==> config.mk <==
export PLATFORM = sky130hd
export DESIGN_NAME = eoc_nt_handler_flat
export DESIGN_NICKNAME = d
export VERILOG_FILES = /design/src/shared/eoc_pkg.sv /design/src/shared/eoc_if.sv /design/src/eoc_repeat_counter.sv /design/src/eoc_nt_handler.sv /design/src/flat_wrapper.sv
export VERILOG_INCLUDE_DIRS = /design/src /design/src/shared
export SDC_FILE = /design/constraint.sdc
export NUM_CORES = 1
export LEC_CHECK = 0
export BUFFER_PORTS_ARGS = -buffer_cell sky130_fd_sc_hd__buf_2
export CELL_PAD_IN_SITES_DETAIL_PLACEMENT = 1
export CELL_PAD_IN_SITES_GLOBAL_PLACEMENT = 1
export CORE_ASPECT_RATIO = 1.1
export CORE_UTILIZATION = 35
export DETAILED_ROUTE_END_ITERATION = 10
export PLACE_DENSITY = 0.72
export SYNTH_ARGS = -nofsm -noshare
export SYNTH_HDL_FRONTEND = slang
export SYNTH_SLANG_ARGS = --single-unit
export TNS_END_PERCENT = 5
==> constraint.sdc <==
create_clock -name i_mclk -period 3.2 [get_ports i_mclk]
set_input_delay 0 -clock i_mclk [delete_from_list [all_inputs] [get_ports i_mclk]]
set_output_delay 0 -clock i_mclk [all_outputs]
set_load 0.01 [all_outputs]
==> src/shared/eoc_defs.svh <==
// constants for the operations channel message handler
`ifndef EOC_DEFS_SVH
`define EOC_DEFS_SVH
`define EOC_ADDR_OWN 3'h0
`define EOC_ADDR_BCAST 3'h7
`define EOC_IND_MSG 1'h1
`define EOC_CODE_LOOP_ALL 8'h50
`define EOC_CODE_LOOP_B1 8'h51
`define EOC_CODE_LOOP_B2 8'h52
`define EOC_CODE_REQ_CRC 8'h53
`define EOC_CODE_NOTE_CRC 8'h54
`define EOC_CODE_NORMAL 8'hff
`define EOC_CODE_HOLD 8'h00
`define EOC_CODE_UTC 8'haa
`define EOC_REPEAT_NEEDED 2'h3
`define EOC_FRAME_IDLE 12'h0ff
`endif

==> src/shared/eoc_pkg.sv <==
// types for the operations channel message handler
package eoc_pkg;
    typedef struct packed {
        logic [2:0] addr;
        logic ind;
        logic [7:0] code;
    } eoc_frame_t;
    typedef enum logic [1:0] {
        ST_NORMAL = 2'b00,
        ST_COUNT = 2'b01,
        ST_ACTED = 2'b10
    } proc_state_t;
endpackage

==> src/shared/eoc_if.sv <==
// link between line termination and network termination
`timescale 1ns/100ps
interface eoc_if;
    import eoc_pkg::*;
    eoc_frame_t down_frame;
    logic down_valid;
    eoc_frame_t up_frame;
    logic up_valid;
    logic xcvr_reset;
    modport network_termination (
        input down_frame,
        input down_valid,
        input xcvr_reset,
        output up_frame,
        output up_valid
    );
    modport line_termination (
        output down_frame,
        output down_valid,
        output xcvr_reset,
        input up_frame,
        input up_valid
    );
endinterface

==> src/eoc_repeat_counter.sv <==
// counter of identical consecutive frames, saturating at three
`timescale 1ns/100ps
`include "eoc_defs.svh"
module eoc_repeat_counter
    import eoc_pkg::*;
(
    input wire logic i_mclk,
    input wire logic i_rst,
    input wire logic i_clear,
    input wire logic i_strobe,
    input wire eoc_frame_t i_frame,
    output logic o_third
);
    eoc_frame_t last_ff;
    eoc_frame_t nxt_last;
    logic [1:0] cnt_ff;
    logic [1:0] nxt_cnt;

    // same frame counts up, a different one restarts at one
    always_comb
    begin
        nxt_last = last_ff;
        nxt_cnt = cnt_ff;
        if (i_clear)
        begin
            nxt_cnt = 2'h0;
        end
        else if (i_strobe)
        begin
            nxt_last = i_frame;
            if (cnt_ff != 2'h0 && i_frame == last_ff)
            begin
                nxt_cnt = (cnt_ff == `EOC_REPEAT_NEEDED) ? cnt_ff : cnt_ff + 2'h1;
            end
            else
            begin
                nxt_cnt = 2'h1;
            end
        end
    end

    always_ff @(posedge i_mclk or posedge i_rst)
    begin
        if (i_rst)
        begin
            last_ff <= '0;
            cnt_ff <= 2'h0;
        end
        else
        begin
            last_ff <= nxt_last;
            cnt_ff <= nxt_cnt;
        end
    end

    // combinational on purpose: true in the strobe cycle of third receipt or later
    assign o_third = i_strobe && !i_clear && (nxt_cnt == `EOC_REPEAT_NEEDED);
endmodule

==> src/eoc_nt_handler.sv <==
// network termination end: decodes, latches and answers operations frames
`timescale 1ns/100ps
`include "eoc_defs.svh"
module eoc_nt_handler
    import eoc_pkg::*;
#(
    parameter bit HAS_B_LOOP = 1'b1
)
(
    input wire logic i_mclk,
    input wire logic i_rst,
    eoc_if.network_termination link,
    input wire logic i_te_active,
    output logic o_loop_all,
    output logic o_loop_b1,
    output logic o_loop_b2,
    output logic o_send_bad_crc,
    output logic o_bad_crc_notice,
    output logic o_activation_indicator_bit,
    output proc_state_t o_state
);
    // decoded view of the incoming frame, latches and the reply register
    eoc_frame_t rx;
    logic addr_ok;
    logic known;
    logic third;
    logic loop_all_ff, loop_b1_ff, loop_b2_ff, req_crc_ff, note_crc_ff;
    logic nxt_loop_all, nxt_loop_b1, nxt_loop_b2, nxt_req_crc, nxt_note_crc;
    proc_state_t state_ff;
    proc_state_t nxt_state;
    eoc_frame_t up_ff;
    eoc_frame_t nxt_up;
    logic up_valid_ff;
    logic act_ff;
    logic nxt_up_valid;
    logic nxt_act;

    assign rx = link.down_frame;
    // foreign addresses never reach the counter
    assign addr_ok = (rx.addr == `EOC_ADDR_OWN) || (rx.addr == `EOC_ADDR_BCAST);

    // recognised menu; reserved and future codes fall out as unsupported
    always_comb
    begin
        known = 1'b0;
        if (rx.ind == `EOC_IND_MSG)
        begin
            case (rx.code)
                `EOC_CODE_LOOP_ALL, `EOC_CODE_REQ_CRC, `EOC_CODE_NOTE_CRC,
                `EOC_CODE_NORMAL, `EOC_CODE_HOLD: known = 1'b1;
                `EOC_CODE_LOOP_B1, `EOC_CODE_LOOP_B2: known = HAS_B_LOOP;
                default: known = 1'b0;
            endcase
        end
    end

    // foreign frames never strobe the counter; transceiver reset clears it
    eoc_repeat_counter u_repeat (
        .i_mclk(i_mclk),
        .i_rst(i_rst),
        .i_clear(link.xcvr_reset),
        .i_strobe(link.down_valid && addr_ok),
        .i_frame(rx),
        .o_third(third)
    );

    // latched actions and processor state
    // transceiver reset beats a frame in the same cycle, so no action survives it
    always_comb
    begin
        nxt_loop_all = loop_all_ff;
        nxt_loop_b1 = loop_b1_ff;
        nxt_loop_b2 = loop_b2_ff;
        nxt_req_crc = req_crc_ff;
        nxt_note_crc = note_crc_ff;
        nxt_state = state_ff;
        if (link.xcvr_reset)
        begin
            nxt_loop_all = 1'b0;
            nxt_loop_b1 = 1'b0;
            nxt_loop_b2 = 1'b0;
            nxt_req_crc = 1'b0;
            nxt_note_crc = 1'b0;
            nxt_state = ST_NORMAL;
        end
        else if (link.down_valid && addr_ok)
        begin
            if (!third)
            begin
                nxt_state = ST_COUNT;
            end
            else if (known)
            begin
                nxt_state = ST_ACTED;
                case (rx.code)
                    `EOC_CODE_LOOP_ALL: nxt_loop_all = 1'b1;
                    `EOC_CODE_LOOP_B1: nxt_loop_b1 = 1'b1;
                    `EOC_CODE_LOOP_B2: nxt_loop_b2 = 1'b1;
                    `EOC_CODE_REQ_CRC: nxt_req_crc = 1'b1;
                    `EOC_CODE_NOTE_CRC: nxt_note_crc = 1'b1;
                    `EOC_CODE_NORMAL:
                    begin
                        nxt_loop_all = 1'b0;
                        nxt_loop_b1 = 1'b0;
                        nxt_loop_b2 = 1'b0;
                        nxt_req_crc = 1'b0;
                        nxt_note_crc = 1'b0;
                        nxt_state = ST_NORMAL;
                    end
                    `EOC_CODE_HOLD: nxt_state = state_ff;
                    default: nxt_state = state_ff;
                endcase
            end
        end
    end

    // reply chosen per frame; echo unless foreign or unsupported on third
    always_comb
    begin
        nxt_up = up_ff;
        if (link.down_valid && !link.xcvr_reset)
        begin
            if (!addr_ok)
            begin
                nxt_up = '{addr: `EOC_ADDR_OWN, ind: `EOC_IND_MSG, code: `EOC_CODE_HOLD};
            end
            else if (third && !known)
            begin
                nxt_up = '{addr: `EOC_ADDR_OWN, ind: `EOC_IND_MSG, code: `EOC_CODE_UTC};
            end
            else
            begin
                nxt_up = rx;
            end
        end
    end

    // reply strobe and activation bit; only full loopback forces the bit,
    // so a single B loopback leaves it to the terminal status
    always_comb
    begin
        nxt_up_valid = link.down_valid && !link.xcvr_reset;
        nxt_act = i_te_active || loop_all_ff;
    end

    // every register of the handler; reset gives an idle reply frame
    always_ff @(posedge i_mclk or posedge i_rst)
    begin
        if (i_rst)
        begin
            loop_all_ff <= 1'b0;
            loop_b1_ff <= 1'b0;
            loop_b2_ff <= 1'b0;
            req_crc_ff <= 1'b0;
            note_crc_ff <= 1'b0;
            state_ff <= ST_NORMAL;
            up_ff <= `EOC_FRAME_IDLE;
            up_valid_ff <= 1'b0;
            act_ff <= 1'b0;
        end
        else
        begin
            loop_all_ff <= nxt_loop_all;
            loop_b1_ff <= nxt_loop_b1;
            loop_b2_ff <= nxt_loop_b2;
            req_crc_ff <= nxt_req_crc;
            note_crc_ff <= nxt_note_crc;
            state_ff <= nxt_state;
            up_ff <= nxt_up;
            up_valid_ff <= nxt_up_valid;
            act_ff <= nxt_act;
        end
    end

    // all outputs straight from flip-flops
    assign link.up_frame = up_ff;
    assign link.up_valid = up_valid_ff;
    assign o_loop_all = loop_all_ff;
    assign o_loop_b1 = loop_b1_ff;
    assign o_loop_b2 = loop_b2_ff;
    assign o_send_bad_crc = req_crc_ff;
    assign o_bad_crc_notice = note_crc_ff;
    assign o_activation_indicator_bit = act_ff;
    assign o_state = state_ff;
endmodule

==> src/flat_wrapper.sv <==
// flat-port wrapper written by rule: the top's interface ports become plain ports
module eoc_nt_handler_flat import eoc_pkg::*;
#(
    parameter bit HAS_B_LOOP = 1'b1
)
  (i_mclk, i_rst, i_te_active, o_loop_all, o_loop_b1, o_loop_b2, o_send_bad_crc, o_bad_crc_notice, o_activation_indicator_bit, o_state, link_down_frame, link_down_valid, link_xcvr_reset, link_up_frame, link_up_valid);
  eoc_if link_i ();
  input wire logic i_mclk;
  input wire logic i_rst;
  input wire logic i_te_active;
  output logic o_loop_all;
  output logic o_loop_b1;
  output logic o_loop_b2;
  output logic o_send_bad_crc;
  output logic o_bad_crc_notice;
  output logic o_activation_indicator_bit;
  output proc_state_t o_state;
  input wire logic [$bits(link_i.down_frame)-1:0] link_down_frame;
  input wire logic [$bits(link_i.down_valid)-1:0] link_down_valid;
  input wire logic [$bits(link_i.xcvr_reset)-1:0] link_xcvr_reset;
  output wire logic [$bits(link_i.up_frame)-1:0] link_up_frame;
  output wire logic [$bits(link_i.up_valid)-1:0] link_up_valid;
  assign link_i.down_frame = link_down_frame;
  assign link_i.down_valid = link_down_valid;
  assign link_i.xcvr_reset = link_xcvr_reset;
  assign link_up_frame = link_i.up_frame;
  assign link_up_valid = link_i.up_valid;
  eoc_nt_handler #(.HAS_B_LOOP(HAS_B_LOOP)) u_core (.i_mclk(i_mclk), .i_rst(i_rst), .link(link_i), .i_te_active(i_te_active), .o_loop_all(o_loop_all), .o_loop_b1(o_loop_b1), .o_loop_b2(o_loop_b2), .o_send_bad_crc(o_send_bad_crc), .o_bad_crc_notice(o_bad_crc_notice), .o_activation_indicator_bit(o_activation_indicator_bit), .o_state(o_state));
endmodule
==> results.toml <==
[run_status]
run_status = "complete, but fails checks"
failing_checks = "DRC"

[yosys]
synth.area.top_cells = "sky130_fd_sc_hd__dfrtp_1 37%, sky130_fd_sc_hd__dfstp_2 11%, sky130_fd_sc_hd__nand2_1 8.2%"
synthesis.nets = 195
syn_avg_cell_area_um2 = 10.3
synth-edff-count = 0
post_synth_inst_count = 178
post-synth-top-area-fraction = 0.368
synth.cells.most_frequent = "40 x sky130_fd_sc_hd__nand2_1, 27 x sky130_fd_sc_hd__dfrtp_1, 12 x sky130_fd_sc_hd__xnor2_1"
synthFlopType = "sky130_fd_sc_hd__dfrtp_1"
synth-seq-cells = 35
synth.yosys.seq_area_share = 0.483
yosysWarningCount = 0
asyncSetResetFlopFracSynth = 1.00
yosys.cell_count.top_type = "sky130_fd_sc_hd__nand2_1"
post_synth_instance_area_um2 = 1830
netlist.top_cell.by_area = "sky130_fd_sc_hd__dfrtp_1"
synthDistinctLibCells = 46

[floorplanning]
core_area_um2 = 5030
die-area_um2 = 5530
dieHeight_um = 77.9
die_w_um = 71.0
io-pin-count = 38
placement_rows = 27
floorplan.initialDensity = 0.364

[timing]
timing_worst_slew_pin_value_ns = 1.07
hold_violations = 0
totalNegativeSetupSlack_ns = 0
finalWorstPathRequiredPeriod_ns = 2.01
timing.final.max_slew_violations = 0
slew-limit-headroom = 0.282
fin_skew_ns = 0.0100
grt_setup_unrepaired = "false"
finalWorstSetupSlack_ns = 1.19
period_share = 0.629
fmax_mhz = 497
worst_hold_margin_ns = 0.0113
timing.final.setup_violations = 0

[setup_path]
critical_path.n_buffers_inverters = 0
kind_of_cell_with_the_highest_combined_delay_on_the_critical_path = "simple AND/OR/NAND/NOR gates"
crit_path_max_incr_delay_ns = 0.39
worst_setup_sp_type = "flop"
cp_data_arrival_time_ns = 2.19
worst-r2r-setup-slack_ns = 1.19
r2r.worst_path.cells = 5
r2r-start = "u_core.u_repeat.last_ff[1]$_DFFE_PP0P_"
end_kind = "flop"
critPathRequiredTime_ns = 3.38
r2r-end = "u_core.link.up_frame[10]$_DFFE_PP0P_"
crit_type = "reg -> reg"
cp_cell_sequence = "xnor2_1 > nand4_2 > nor4_4 > nand3_2 > a32o_2"
slowest_stage_cell_on_the_critical_path = "sky130_fd_sc_hd__dfrtp_1"
worstPathMaxFanout = 11

[min_path]
hold_end = "u_core.u_repeat.last_ff[6]$_DFFE_PP0P_"
min_from = "link_down_frame[6]"
holdPathStages = 3
classification_of_the_worst_slack_hold_path = "in -> reg"

[route]
detailedRoute.firstPassIterationCount = 9
detailroute.via_count = 1500
detail_route.drc_violations = 2
drt-total-wl_um = 4510
vias_per_instance = 5.47
drt-wirelength-per-cell_um = 16.4
drt_first_iter_violations = 99
final_antenna_net_count = 0

[global_routing]
number_of_global_route_vias_before_repair = 1535
gr-usage-all-layers = 0.181
grt_start_max_net_pins = 36
grt-ovfl-total = 0
wire_length_of_the_first_global_routing_pass_um = 7730
antenna_found_initial = 0

[placement]
finalWeightedCongestion = 0.729
placed_area_um2 = 2000
dp_slack_ns = 1.18
dpl.cell_count = 262
io_buffer_count = 37
dp_hpwl_um = 3130

[clock_tree]
cts_tree = "built"
htree_num_levels = 2
cts-root-buf = "sky130_fd_sc_hd__clkbuf_8"
max-clock-path-buffers = 2
cts-resized-gates = 0
cts-buffers-inserted = 5
clkSinkCount = 35
path_clk_slew_ns = 0.08
clk-insertion-delay-late_ns = 0.29

[power_and_ir_drop]
p_leak_nw = 1.02
power_per_cell_area_nw_per_um2 = 528
post-layout-total-power_mw = 1.13
ir_drop_v = 0.000208

[layout]
final_nets = 232
post_layout_inst_area_um2 = 2140
finish.cell_count_without_fillers = 274
antenna_cells = 0
syn_to_final_growth_pct = 16.9
final_layout_size_suffix_gt1_frac = 0.329
final_core_area_utilization = 0.426

[run]
maxCapViolCount = 0
worst reg2reg max path, stage by stage (launching register included):
cell	delay, ns
sky130_fd_sc_hd__dfrtp_1	0.39
sky130_fd_sc_hd__xnor2_1	0.28
sky130_fd_sc_hd__nand4_2	0.23
sky130_fd_sc_hd__nor4_4	0.38
sky130_fd_sc_hd__nand3_2	0.29
sky130_fd_sc_hd__a32o_2	0.34
placed cells by master (no fill, tap or decap), types with 2 or more instances in the layout:
| cell type | n |
|---|---|
| sky130_fd_sc_hd__nand2_1 | 40 |
| sky130_fd_sc_hd__buf_2 | 37 |
| sky130_fd_sc_hd__dfrtp_1 | 27 |
| sky130_fd_sc_hd__xnor2_1 | 12 |
| sky130_fd_sc_hd__dfstp_2 | 8 |
| sky130_fd_sc_hd__a21oi_1 | 6 |
| sky130_fd_sc_hd__nor3_1 | 6 |
| sky130_fd_sc_hd__nand4_1 | 6 |
| sky130_fd_sc_hd__nor2b_1 | 6 |
| sky130_fd_sc_hd__a32o_2 | 6 |
| sky130_fd_sc_hd__clkbuf_8 | 5 |
| sky130_fd_sc_hd__nand3_1 | 4 |
| sky130_fd_sc_hd__dlygate4sd3_1 | 4 |
| sky130_fd_sc_hd__inv_1 | 3 |
| sky130_fd_sc_hd__a22oi_1 | 3 |
| sky130_fd_sc_hd__nor4_4 | 2 |
| sky130_fd_sc_hd__nor4_1 | 2 |
| sky130_fd_sc_hd__nor2_1 | 2 |
| sky130_fd_sc_hd__a31oi_1 | 2 |
| sky130_fd_sc_hd__nor4b_1 | 2 |
| sky130_fd_sc_hd__or2_2 | 2 |
| sky130_fd_sc_hd__o21ai_0 | 2 |
| sky130_fd_sc_hd__clkbuf_1 | 2 |
| sky130_fd_sc_hd__buf_4 | 2 |
registers in the layout (all words and copies together), names as in the netlist:
register                           cells
u_core.o_loop_all                      1
u_core.o_loop_b1                       1
u_core.link.up_frame                  12
u_core.o_bad_crc_notice                1
u_core.o_activation_indicator_bit      1
u_core.o_loop_b2                       1
u_core.link.up_valid                   1
u_core.o_state                         2
u_core.u_repeat.cnt_ff                 2
u_core.o_send_bad_crc                  1
u_core.u_repeat.last_ff               12
kinds of logic after synthesis:
kind of cell           Yosys count  synth area share
flip-flops                      35             0.483
XOR/XNOR                        12            0.0573
buffers and inverters           16            0.0655
AO/OA/AOI/OAI                   31             0.131
AND/OR/NAND/NOR                 84             0.263
layout make-up:
class                      count  area [µm²]
clock inverter                 1        30.0
clock buffer                   7        76.3
inverter                       3        11.3
tap                           58        72.6
fill                         597        2890
multi-input combinational    127         828
timing repair buffer          43         240
sequential                    35         886
routing by layer:
layer | track usage | part of all wire
met5 | 0 | 0
met4 | 0.0540 | 0.016
met1 | 0.255 | 0.48
met3 | 0.0494 | 0.047
met2 | 0.272 | 0.45
worst max-delay path by stage:
stage	cells after the start	endpoint	from
finish	5	u_core.link.up_frame[10]$_DFFE_PP0P_	u_core.u_repeat.last_ff[1]$_DFFE_PP0P_
global route	5	u_core.link.up_frame[10]$_DFFE_PP0P_	u_core.u_repeat.last_ff[1]$_DFFE_PP0P_
CTS	5	u_core.link.up_frame[10]$_DFFE_PP0P_	u_core.u_repeat.last_ff[1]$_DFFE_PP0P_
detailed placement	5	u_core.link.up_frame[9]$_DFFE_PP0P_	u_core.u_repeat.last_ff[1]$_DFFE_PP0P_
global placement	5	u_core.link.up_frame[10]$_DFFE_PP0P_	u_core.u_repeat.last_ff[1]$_DFFE_PP0P_
floorplan	6	u_core.link.up_frame[10]$_DFFE_PP0P_	u_core.u_repeat.last_ff[4]$_DFFE_PP0P_
repair_timing:
| action | 4_1_cts | 5_1_grt |
|---|---|---|
| hold buffers | 4 | 0 |
| buffers inserted | 0 | 0 |
| hold endpoints to repair | 30 | 0 |
report_power, final:
part,internal (mW),total [mW],leakage (nW),switching [mW]
clock,0.233,0.397,0.0524,0.164
combinational,0.0846,0.208,0.531,0.123
sequential,0.496,0.526,0.433,0.0300
total,0.814,1.13,1.02,0.318
(Power assumes the default switching activity.)
